**src/irq_prio_defs.svh**
```systemverilog
// offsets, field layout, reset values and write masks of the
// interrupt priority registers; included by the package and the block
`ifndef IRQ_PRIO_DEFS_SVH
`define IRQ_PRIO_DEFS_SVH

// register indices; byte address is four times the index
`define IDX_SERIAL_DECODER1 3'h5
`define IDX_TIMER_DECODER0  3'h6
`define IDX_TIMER_ABC       3'h7
`define REG_COUNT           3

// reset value of every register: all sources disabled
`define PRIO_RESET          16'h0000

// writable bits; reserved pairs stay zero
`define WMASK_SERIAL_DEC1   16'hff3f
`define WMASK_TIMER_DEC0    16'hffcf
`define WMASK_TIMER_ABC     16'hffff

// field geometry and slot count (8 slots per register)
`define FIELD_W             2
`define SLOTS_PER_REG       8
`define NUM_SLOTS           24

// slot of each source: (register - 5) * 8 + field lsb / 2
`define SLOT_SPI0_TX_EMPTY    0
`define SLOT_SERIAL1_TX_EMPTY 1
`define SLOT_SERIAL1_TX_IDLE  2
`define SLOT_SERIAL1_RX_ERROR 4
`define SLOT_SERIAL1_RX_FULL  5
`define SLOT_DECODER1_HOME    6
`define SLOT_DECODER1_INDEX   7
`define SLOT_DECODER0_HOME    8
`define SLOT_DECODER0_INDEX   9
`define SLOT_TIMER_D_CH0      11
`define SLOT_TIMER_D_CH3      14
`define SLOT_TIMER_C_CH0      15
`define SLOT_TIMER_C_CH1      16
`define SLOT_TIMER_C_CH3      18
`define SLOT_TIMER_A_CH0      23

`endif

```
**src/irq_prio_pkg.sv**
```systemverilog
// types of the interrupt priority register block
// assumes irq_prio_defs.svh on the include path
`include "irq_prio_defs.svh"

package irq_prio_pkg;
	typedef enum logic [1:0] {
		PRIO_OFF = 2'b00,
		PRIO_L0  = 2'b01,
		PRIO_L1  = 2'b10,
		PRIO_L2  = 2'b11
	} prio_code_e;
	typedef logic [15:0] prio_reg_t;
	typedef logic [`NUM_SLOTS-1:0][1:0] level_vec_t;
	typedef logic [`NUM_SLOTS-1:0] slot_vec_t;
endpackage : irq_prio_pkg

```
**src/irq_priority_level_regs.sv**
```systemverilog
// three interrupt priority registers on an AHB-Lite slave, with
// per-source request gating and level tagging toward the core
// assumes one clock; requests come from logic on that clock
// Behaviour
// field code 01 gives level 0, 10 level 1, 11 level 2
// field 00 disables its source; no request reaches the core
// sources reach only levels zero to two, never the top level
// reset clears every field to disabled
// reserved bit pairs read zero and ignore writes
// fifth register bits 15-14 decoder1 index, 13-12 decoder1 home
// fifth register bits 11-10 serial1 rx full, 9-8 rx error
// fifth register 7-6 reserved, 5-4 tx idle, 3-2 tx empty
// fifth register bits 1-0 spi0 transmitter empty
// sixth register at index 6; timer c ch0, timer d ch3
// sixth register 11-10, 9-8, 7-6 timer d channels 2, 1, 0
// sixth register 5-4 reserved; 3-2 decoder0 index, 1-0 home
// seventh register at index 7, no reserved bits; timer a ch0
// seventh register 13-12 down to 7-6 timer b channels 3 to 0
// seventh register 5-4 timer c ch3, 3-2 timer c ch2
// fifth register at index 5, resets to zero
// seventh register bits 1-0 timer c channel 1
// enabled request goes to the core tagged with its level
// writes act next cycle; reads return stored fields
`timescale 1ns/1ps
`include "irq_prio_defs.svh"

module irq_priority_level_regs
	import irq_prio_pkg::*;
#(
	parameter int ADDR_W = 12
) (
	input  wire logic                clk,
	input  wire logic                arst_n,
	input  wire logic                hsel,
	input  wire logic [ADDR_W-1:0]   haddr,
	input  wire logic [1:0]          htrans,
	input  wire logic                hwrite,
	input  wire logic [2:0]          hsize,
	input  wire logic [31:0]         hwdata,
	input  wire logic                hready,
	output logic                     hreadyout,
	output logic                     hresp,
	output logic [31:0]              hrdata,
	input  wire irq_prio_pkg::slot_vec_t  src_req,
	output irq_prio_pkg::slot_vec_t       fwd_req,
	output irq_prio_pkg::level_vec_t      fwd_level,
	output logic [2:0]               lvl_pending
);
	import irq_prio_pkg::*;

	if (ADDR_W < 5) begin : g_chk
		$error("ADDR_W too small to reach the register words");
	end

	function automatic logic [2:0] reg_decode(
		input logic [ADDR_W-1:0] a
	);
		logic [2:0] sel;
		sel = 3'h0;
		if (a[1:0] == 2'h0 && (a >> 2) == ADDR_W'(`IDX_SERIAL_DECODER1))
			sel = 3'h1;
		if (a[1:0] == 2'h0 && (a >> 2) == ADDR_W'(`IDX_TIMER_DECODER0))
			sel = 3'h2;
		if (a[1:0] == 2'h0 && (a >> 2) == ADDR_W'(`IDX_TIMER_ABC))
			sel = 3'h4;
		return sel;
	endfunction : reg_decode

	function automatic prio_reg_t wmask(input int i);
		case (i)
			0:       return `WMASK_SERIAL_DEC1;
			1:       return `WMASK_TIMER_DEC0;
			default: return `WMASK_TIMER_ABC;
		endcase
	endfunction : wmask

	function automatic logic [1:0] field_level(input logic [1:0] f);
		case (f)
			PRIO_L0: return 2'h0;
			PRIO_L1: return 2'h1;
			PRIO_L2: return 2'h2;
			default: return 2'h0;
		endcase
	endfunction : field_level

	// reset release through two flops; assertion stays asynchronous
	logic rst_s1_r;
	logic rst_n;

	always_ff @(posedge clk or negedge arst_n) begin
		if (!arst_n) begin
			rst_s1_r <= 1'b0;
			rst_n    <= 1'b0;
		end else begin
			rst_s1_r <= 1'b1;
			rst_n    <= rst_s1_r;
		end
	end

	// bus pipeline: address phase captured, write applied in data phase
	logic        ap_valid;
	logic [2:0]  ap_sel;
	logic        dp_wr_r;
	logic        dp_wr_nxt;
	logic [2:0]  dp_sel_r;
	logic [2:0]  dp_sel_nxt;
	logic [31:0] hrdata_r;
	logic [31:0] hrdata_nxt;
	prio_reg_t   regs_r   [`REG_COUNT];
	prio_reg_t   regs_nxt [`REG_COUNT];

	always_comb begin
		ap_valid   = hsel && htrans[1] && hready;
		ap_sel     = ap_valid ? reg_decode(haddr) : 3'h0;
		dp_wr_nxt  = ap_valid && hwrite;
		dp_sel_nxt = ap_sel;
		for (int i = 0; i < `REG_COUNT; i++) begin
			regs_nxt[i] = regs_r[i];
			if (dp_wr_r && dp_sel_r[i])
				regs_nxt[i] = hwdata[15:0] & wmask(i);
		end
		// read sees a write still in its data phase; unmapped reads zero
		hrdata_nxt = 32'h0;
		for (int i = 0; i < `REG_COUNT; i++) begin
			if (ap_valid && !hwrite && ap_sel[i])
				hrdata_nxt = {16'h0, regs_nxt[i]};
		end
	end

	always_ff @(posedge clk or negedge rst_n) begin
		if (!rst_n) begin
			dp_wr_r  <= 1'b0;
			dp_sel_r <= 3'h0;
			hrdata_r <= 32'h0;
			for (int i = 0; i < `REG_COUNT; i++)
				regs_r[i] <= `PRIO_RESET;
		end else begin
			dp_wr_r  <= dp_wr_nxt;
			dp_sel_r <= dp_sel_nxt;
			hrdata_r <= hrdata_nxt;
			for (int i = 0; i < `REG_COUNT; i++)
				regs_r[i] <= regs_nxt[i];
		end
	end

	// zero wait states; every transfer answers OKAY
	assign hreadyout = 1'b1;
	assign hresp     = 1'b0;
	assign hrdata    = hrdata_r;

	// slot k is register k/8, bits 2*(k%8)+1 : 2*(k%8)
	logic [47:0] all_fields;
	assign all_fields = {regs_r[2],
		regs_r[1],
		regs_r[0]};

	// request gating; one cycle of latency buys registered outputs
	slot_vec_t  fwd_req_r;
	slot_vec_t  fwd_req_nxt;
	level_vec_t fwd_lvl_r;
	level_vec_t fwd_lvl_nxt;
	logic [2:0] pend_r;
	logic [2:0] pend_nxt;

	for (genvar k = 0; k < `NUM_SLOTS; k++) begin : g_slot
		logic [1:0] fld;
		assign fld = all_fields[2*k+1:2*k];
		always_comb begin
			fwd_req_nxt[k] = src_req[k] && (fld != PRIO_OFF);
			fwd_lvl_nxt[k] = field_level(fld);
		end
	end

	always_comb begin
		pend_nxt = 3'h0;
		for (int k = 0; k < `NUM_SLOTS; k++) begin
			if (fwd_req_nxt[k])
				pend_nxt[fwd_lvl_nxt[k]] = 1'b1;
		end
	end

	always_ff @(posedge clk or negedge rst_n) begin
		if (!rst_n) begin
			fwd_req_r <= '0;
			fwd_lvl_r <= '0;
			pend_r    <= 3'h0;
		end else begin
			fwd_req_r <= fwd_req_nxt;
			fwd_lvl_r <= fwd_lvl_nxt;
			pend_r    <= pend_nxt;
		end
	end

	assign fwd_req     = fwd_req_r;
	assign fwd_level   = fwd_lvl_r;
	assign lvl_pending = pend_r;

	// helper: set by the first write, so reset state can be checked
	logic wrote_r;
	always_ff @(posedge clk or negedge rst_n) begin
		if (!rst_n)
			wrote_r <= 1'b0;
		else if (dp_wr_r)
			wrote_r <= 1'b1;
	end

	// unused by the logic: only whole-word transfers are expected
	logic unused_size;
	assign unused_size = ^{hsize, src_req[3], src_req[10],
		fwd_req[`SLOT_SPI0_TX_EMPTY], fwd_req[`SLOT_SERIAL1_TX_EMPTY],
		fwd_req[`SLOT_SERIAL1_TX_IDLE], fwd_req[`SLOT_SERIAL1_RX_ERROR],
		fwd_req[`SLOT_DECODER1_HOME], fwd_req[`SLOT_TIMER_D_CH0],
		fwd_req[`SLOT_TIMER_C_CH0], fwd_req[`SLOT_TIMER_C_CH3]};
endmodule : irq_priority_level_regs

```
**config.mk**
```make
export PLATFORM = sky130hd
export DESIGN_NAME = irq_priority_level_regs
export DESIGN_NICKNAME = d
export VERILOG_FILES = /design/src/irq_prio_pkg.sv /design/src/irq_priority_level_regs.sv
export VERILOG_INCLUDE_DIRS = /design/src /design/src/src
export SDC_FILE = /design/constraint.sdc
export NUM_CORES = 1
export LEC_CHECK = 0
export ABC_AREA = 1
export BUFFER_PORTS_ARGS = -buffer_cell sky130_fd_sc_hd__buf_2
export CORE_ASPECT_RATIO = 0.9
export CORE_UTILIZATION = 50
export CTS_CLUSTER_DIAMETER = 100
export DETAILED_ROUTE_END_ITERATION = 10
export PLACE_DENSITY = 0.82
export SKIP_CTS_REPAIR_TIMING = 1
export SLEW_MARGIN = 20
export SYNTH_ARGS = -nofsm -noshare
export SYNTH_HDL_FRONTEND = slang
export SYNTH_SLANG_ARGS = --single-unit
```
**constraint.sdc**
```tcl
create_clock -name clk -period 11.37 [get_ports clk]
set_input_delay 1.137 -clock clk [delete_from_list [all_inputs] [get_ports clk]]
set_output_delay 1.137 -clock clk [all_outputs]
set_load 0.05 [all_outputs]
```
==> run_results.csv, run 1 <==
group,metric,value,unit
synth,synth_cells,674,
placement,dp_hpwl,10.6,mm
drt,ant_nets,0,
sta,finalHoldViolCount,0,
power_and_ir_drop,swShare,22.9,%
setup_path,path_delay_family,"simple AND/OR/NAND/NOR gates",
setup_path,crit_slowest_cell,"nand3_2",
power_and_ir_drop,intPower,0.879,mW
power_and_ir_drop,vdd_ir_drop_max,78.5,µV
floorplanning,start_util,51.9,%
synth,ys_warn_count,0,
global_route,track_usage,25.7,%
synth,synthAdderAreaFrac,0,%
drt,wl_per_cell,14.8,µm
setup_path,worstPathArrival,2.74,ns
floorplanning,core_area,11500,µm²
setup_path,r2r-start,"dp_wr_r$_DFF_PN0_",
sta,rsz0062_at_grt,"no",
sta,setup_tns,0,ns
global_route,grt-ovfl-total,0,
sta,finalCritPeriodShare,21.5,%
floorplanning,dieWidth,117,µm
clock_network,clock_sinks,145,
setup_path,r2r-end,"hrdata[10]$_DFF_PN0_",
synth,synth_top_cell_by_area,"dfrtp_1",
floorplanning,die_area,12400,µm²
min_path,hold_path_class,"reg2async",
sta,slew_headroom,33.1,%
clock_network,cts_buffers,17,
power_and_ir_drop,combPwrFrac,5.7,%
sta,post-route-min-period,2.45,ns
global_route,grt_max_degree,86,
cells_and_area,area_delta_synth_final,23.6,%
sta,hold_slack,0.321,ns
flow_run,max_cap_violations,0,
synth,synth_top_family_by_area,"simple AND/OR/NAND/NOR gates",
floorplanning,die_h,106,µm
sta,max_freq,0.409,GHz
sta,tightest_slew,1.00,ns
drt,vias_per_cell,4.91,
synth,synth-seq-cells,145,
drt,vias,4899,
power_and_ir_drop,powerDensity,154,nW/µm²
synth,ys_seq_area_share,60.7,%
setup_path,cp-end-kind,"flip-flop",
placement,gp_congestion,0.865,
drt,wl,14.8,mm
floorplanning,io_pins,187,
setup_path,ff2ff_setup_slack,9.27,ns
setup_path,worstPathRequired,11.67,ns
drt,initialDrtViolationCount,384,
global_route,antenna_found_initial,0,
synth,synth.area.mux_share,0,%
power_and_ir_drop,switching_power,0.262,mW
setup_path,cpPeakStageDelay,0.58,ns
run_status,status,"complete, no violations",
setup_path,cp_cell_sequence,"buf_2, nor2_2, nand2_2, nor3_4, nand3_2, nor2_1, nor2_2",
setup_path,cp_max_fo,31,
setup_path,crit_path_start_kind,"primary input",
clock_network,cts.path.max_buffers,2,
synth,syn_area,5980,µm²
synth,postSynthAreaPerCell,8.87,µm²
clock_network,cts_tree,"done",
global_route,grt_pass1_wl,23.1,mm
drt,drc,0,
placement,numPortBuffers,148,
synth,synth_top_area_share,60.7,%
synth,yosys.area_share.simple,21.3,%
setup_path,critPathLaunch,"haddr[9]",
floorplanning,rows,37,
cells_and_area,diodes,0,
sta,setup_viol,0,
sta,skew,0.00777,ns
global_route,grt_pass1_vias,4713,
power_and_ir_drop,leakagePower,4.50,nW
synth,yosysUniqueCellTypes,28,
clock_network,cts_htree_levels,4,
setup_path,r2r_cells,7,
clock_network,path_clk_slew,0.06,ns
setup_path,criticalPathCategory,"in2reg",
clock_network,clk_latency,0.42,ns
power_and_ir_drop,clkPwrFrac,48.3,%
setup_path,cp_num_buf_inv,1,
clock_network,clockRootBuffer,"clkbuf_16",
setup_path,crit_top_cell,"nor2_2",
drt,first_pass_iters,5,
cells_and_area,final_core_util,64.1,%
sta,drv_slew,0,
synth,ys_top_cells_by_area,"dfrtp_1, nand2_1, inv_1",
cells_and_area,nNetsFinal,907,
synth,synth-compound-area-share,7.34,%
cells_and_area,drive_gt1_share,25.8,%
power_and_ir_drop,power.share.sequential,46.0,%
synth,synth_xor_area_share,0,%
-- worst max path at each step --
stage | to | slack [ns] | depth (start not counted)
2_1_floorplan | all_fields[0]$_DFF_PN0_ | 7.03 | 0
3_3_place_gp | hrdata[10]$_DFF_PN0_ | 8.65 | 8
3_5_place_dp | hrdata[1]$_DFF_PN0_ | 8.58 | 7
4_1_cts | hrdata[13]$_DFF_PN0_ | 8.95 | 7
5_1_grt | hrdata[13]$_DFF_PN0_ | 8.84 | 7
6_report | hrdata[13]$_DFF_PN0_ | 8.92 | 7
-- power by group through the flow --
stage	Sequential, mW	Clock (mW)	Combinational, mW
detailed placement	0.537	0	0.0606
finish	0.525	0.551	0.0645
global placement	0.537	0	0.0600
CTS	0.528	0.556	0.0611
floorplan	0.553	0	0.0272
global route	0.526	0.580	0.0702
-- routing by layer --
layer  GRT usage [%]  part of all wire, %  vias up
met5               0                    0        -
met4            12.2                  3.5        0
met3            7.07                  7.4       38
met2            41.5                   48      226
met1            31.7                   41     2312
li1                -                    -     2323
-- registers in the layout, summed over array words and instances (netlist names) --
register,count
all_fields,48
fwd_req,24
dp_wr_r,1
fwd_level,48
hrdata,16
lvl_pending,3
rst_n,1
dp_sel_r,3
rst_s1_r,1
-- worst register-to-register path, stage by stage (launching register included) --
cell	delay [ns]
dfrtp_1	0.42
nand2_1	0.59
inv_2	0.24
or2_2	0.34
o21ai_1	0.13
nor2_1	0.10
nor2_1	0.12
nor2_1	0.06
-- Yosys cell counts --
| library cell | count |
|---|---|
| nor2_4 | 1 |
| o2111ai_1 | 1 |
| inv_1 | 111 |
| dfrtp_1 | 145 |
| nand2_1 | 159 |
| o21a_1 | 4 |
| o21ai_0 | 34 |
| clkbuf_1 | 6 |
| conb_1 | 2 |
| nand2_2 | 1 |
| nor2_1 | 87 |
| nor3_1 | 4 |
| a211oi_1 | 1 |
| nand3_2 | 2 |
| o22ai_1 | 10 |
| buf_6 | 2 |
| and2_1 | 1 |
| nand4_1 | 5 |
| nor3_4 | 1 |
| or2_2 | 7 |
| or2_1 | 1 |
| inv_2 | 2 |
| nand3_1 | 10 |
| nor2_2 | 22 |
| buf_4 | 19 |
| buf_2 | 4 |
| o21ai_1 | 28 |
| a21oi_1 | 4 |
-- stage by stage --
step	power, mW	std cells	worst slack [ns]	instance area [µm²]
CTS	1.15	996	8.95	7370
global placement	0.597	965	8.65	6780
global route	1.18	997	8.84	7390
finish	1.14	997	8.92	7390
floorplan	0.580	691	7.03	6040
detailed placement	0.598	965	8.58	6780
-- logic make-up (layout without fill, tap and decap cells) --
family / after synthesis / count (layout)
buf+inv: 144 / 294
other cells: 2 / 19
compound gates: 82 / 82
flops: 145 / 145
simple gates: 301 / 301
-- cell type report --
| class | instances | area [µm²] |
|---|---|---|
| fillers | 954 | 4130 |
| flip-flops and latches | 145 | 3630 |
| multi-input cells | 402 | 1780 |
| repair buffers | 150 | 768 |
| clock buffers | 22 | 484 |
| inverters | 113 | 424 |
| well taps | 156 | 195 |
| clock inverters | 9 | 106 |
-- cell usage in the layout, fill, tap and decap left out, types with 2 or more instances in the layout --
| cell type | instances |
|---|---|
| a21oi_1 | 4 |
| buf_2 | 148 |
| bufinv_16 | 2 |
| clkbuf_16 | 17 |
| clkbuf_8 | 4 |
| clkinv_2 | 3 |
| clkinvlp_4 | 3 |
| conb_1 | 19 |
| dfrtp_1 | 144 |
| inv_1 | 111 |
| inv_2 | 2 |
| nand2_1 | 159 |
| nand3_1 | 10 |
| nand3_2 | 2 |
| nand4_1 | 5 |
| nor2_1 | 87 |
| nor2_2 | 22 |
| nor3_1 | 4 |
| o21a_1 | 4 |
| o21ai_0 | 34 |
| o21ai_1 | 28 |
| o22ai_1 | 10 |
| or2_2 | 7 |
No activity file was read; power rests on OpenSTA's default activity.
==> run 2: changes to the inputs <==
Settings changed: ABC_AREA 1 to 0, PLACE_DENSITY 0.82 to 0.83.
Clock period 11.37 ns to 2.5 ns, I/O delays scaled along.
==> run_results.csv, run 2 <==
group,metric,value,unit
run_status,status,"complete, no violations",
sta,finalHoldViolCount,0,
global_route,antenna_found_initial,0,
sta,setup_viol,0,
placement,numPortBuffers,148,
setup_path,r2r-end,"lvl_pending[1]$_DFF_PN0_",
global_route,grt_max_degree,144,
synth,postSynthAreaPerCell,12.7,µm²
drt,vias,4278,
power_and_ir_drop,combPwrFrac,11.6,%
synth,syn_area,5710,µm²
clock_network,cts_htree_levels,4,
power_and_ir_drop,swShare,25.8,%
sta,drv_slew,0,
cells_and_area,diodes,0,
power_and_ir_drop,power.share.sequential,43.4,%
floorplanning,io_pins,187,
min_path,holdCritStartpoint,"haddr[3]",
setup_path,cp_max_fo,6,
clock_network,path_clk_slew,0.06,ns
synth,synth_top_area_share,63.5,%
synth,synth_most_common_cell,"dfrtp_1",
min_path,hold_path_class,"in2reg",
synth,yosysUniqueCellTypes,32,
sta,setup_slack,0.732,ns
drt,ant_nets,0,
drt,wl_per_cell,19.1,µm
floorplanning,core_area,11000,µm²
synth,synth_top_cells_by_count,"dfrtp_1, mux2_2, nand2_1, and2_1",
global_route,grt-ovfl-total,0,
floorplanning,die_h,103,µm
sta,tightest_slew,0.744,ns
floorplanning,die_area,11900,µm²
cells_and_area,area_delta_synth_final,26.0,%
drt,initialDrtViolationCount,430,
cells_and_area,nNetsFinal,690,
drt,wl,14.8,mm
drt,vias_per_cell,5.51,
sta,max_freq,0.566,GHz
setup_path,worstPathRequired,2.76,ns
clock_network,clk_latency,0.42,ns
sta,post-route-min-period,1.77,ns
setup_path,crit_slowest_cell,"a2111oi_0",
setup_path,criticalPathCategory,"reg2reg",
synth,async_flop_share,100,%
setup_path,r2r-start,"all_fields[45]$_DFF_PN0_",
power_and_ir_drop,vdd_ir_drop_max,449,µV
sta,slew_headroom,50.4,%
setup_path,cp_num_buf_inv,0,
min_path,whs_endpoint,"dp_sel_r[0]$_DFF_PN0_",
cells_and_area,final_common_cell,"buf_2",
clock_network,clockRootBuffer,"clkbuf_16",
setup_path,r2r_cells,4,
clock_network,clock_sinks,145,
min_path,holdPathStages,2,
synth,ys_warn_count,0,
placement,gp_congestion,0.903,
power_and_ir_drop,leakagePower,3.51,nW
setup_path,ff2ff_setup_slack,0.73,ns
sta,rsz0062_at_grt,"no",
setup_path,worstPathArrival,2.03,ns
placement,dp_hpwl,10.1,mm
global_route,grt_pass1_vias,4083,
synth,synth_cells,449,
setup_path,cpPeakStageDelay,0.61,ns
synth,synth-edff-count,0,
flow_run,max_cap_violations,0,
synth,synth_top_cell_by_area,"dfrtp_1",
power_and_ir_drop,powerDensity,811,nW/µm²
cells_and_area,final_cell_mix,"buf_2, dfrtp_1, mux2_2, nand2_1, and2_1",
cells_and_area,drive_gt1_share,37.1,%
synth,ys_seq_area_share,63.5,%
synth,synth-seq-cells,145,
setup_path,cp-end-kind,"flip-flop",
sta,finalCritPeriodShare,70.7,%
power_and_ir_drop,switching_power,1.50,mW
sta,skew,0.0169,ns
synth,ys_top_cells_by_area,"dfrtp_1, mux2_2, and2_1",
clock_network,cts_buffers,17,
placement,place_area,6560,µm²
global_route,grt_pass1_wl,22.3,mm
floorplanning,start_util,52.0,%
setup_path,path_delay_family,"compound AO/OA/AOI/OAI gates",
floorplanning,rows,36,
power_and_ir_drop,power,5.84,mW
cells_and_area,final_area,7200,µm²
sta,setup_tns,0,ns
drt,first_pass_iters,7,
clock_network,cts.path.max_buffers,2,
power_and_ir_drop,clkPwrFrac,45.0,%
setup_path,crit_path_start_kind,"flip-flop",
floorplanning,dieWidth,115,µm
placement,dp_slack,0.772,ns
clock_network,cts_tree,"done",
synth,synth_ff_type,"dfrtp_1",
power_and_ir_drop,intPower,4.33,mW
global_route,track_usage,26.1,%
setup_path,cp_cell_sequence,"nor2b_1, a22o_1, a2111oi_0, nand3_1",
drt,drc,0,
## run 2: cell types whose count changed in the layout (fill, tap and decap cells not counted), moves of 16 or more
cell | previous run | this run
and2_1 | 1 | 31
mux2_2 | 0 | 43
nand2_1 | 159 | 40
a22oi_1 | 0 | 16
nor2_1 | 87 | 6
inv_1 | 111 | 2
nor2_2 | 22 | 0
o21a_1 | 4 | 24
o21ai_1 | 28 | 0
nor2b_1 | 0 | 24
o21ai_0 | 34 | 0
## run 2: final cells by class
type                       instances  area (µm²)
fill                             822        3790
sequential                       145        3630
tap                              152         190
multi-input combinational        293        1950
clock buffer                      24         502
inverter                           2        7.51
timing repair buffer             153         793
clock inverter                     8         125
## run 2: how the worst max path moves through the flow
stage | startpoint | end | slack, ns | cells past startpoint
after floorplan | rst_n$_DFF_PN0_ | all_fields[0]$_DFF_PN0_ | 0.09 | 0
after global placement | dp_wr_r$_DFF_PN0_ | hrdata[13]$_DFF_PN0_ | 0.82 | 4
after detailed placement | all_fields[45]$_DFF_PN0_ | lvl_pending[1]$_DFF_PN0_ | 0.77 | 4
after CTS | all_fields[45]$_DFF_PN0_ | lvl_pending[1]$_DFF_PN0_ | 0.76 | 4
after global routing | dp_wr_r$_DFF_PN0_ | hrdata[11]$_DFF_PN0_ | 0.71 | 4
final | all_fields[45]$_DFF_PN0_ | lvl_pending[1]$_DFF_PN0_ | 0.73 | 4
## run 2: cells by family after synthesis
logic type	after synthesis	synth area share [%]
AO/OA/AOI/OAI	80	9.81
other	2	0.131
buffers and inverters	28	3.50
multiplexers	44	8.74
AND/OR/NAND/NOR	150	14.3
flip-flops	145	63.5
## run 2: through the flow
step | cells | util (%) | hold WS [ns]
global placement | 744 | 59.7 | 0.0350
global route | 777 | 65.5 | 0.0119
CTS | 776 | 65.4 | -0.405
detailed placement | 744 | 59.7 | 0.0357
finish | 777 | 65.5 | 0.0166
floorplan | 466 | - | -0.0456
## run 2: metal layers
layer  GRT usage (%)  up-vias  part of all wire (%)
met3            7.40       21                   9.5
met5               0        -                     0
met4            9.49        0                   1.5
li1                -     1896                     -
met2            42.7      244                    49
met1            33.7     2117                    40
## run 2: power by group through the flow
stage | clock network, mW | registers, mW | logic [mW]
after global routing | 2.76 | 2.54 | 0.716
after global placement | 0 | 2.57 | 0.655
after detailed placement | 0 | 2.57 | 0.667
after floorplan | 0 | 2.80 | 0.239
after CTS | 2.65 | 2.53 | 0.672
final | 2.63 | 2.54 | 0.675
## run 2: worst register-to-register path, stage by stage, from the launching register on
cell,delay (ns)
dfrtp_1,0.44
nor2b_1,0.18
a22o_1,0.22
a2111oi_0,0.61
nand3_1,0.15
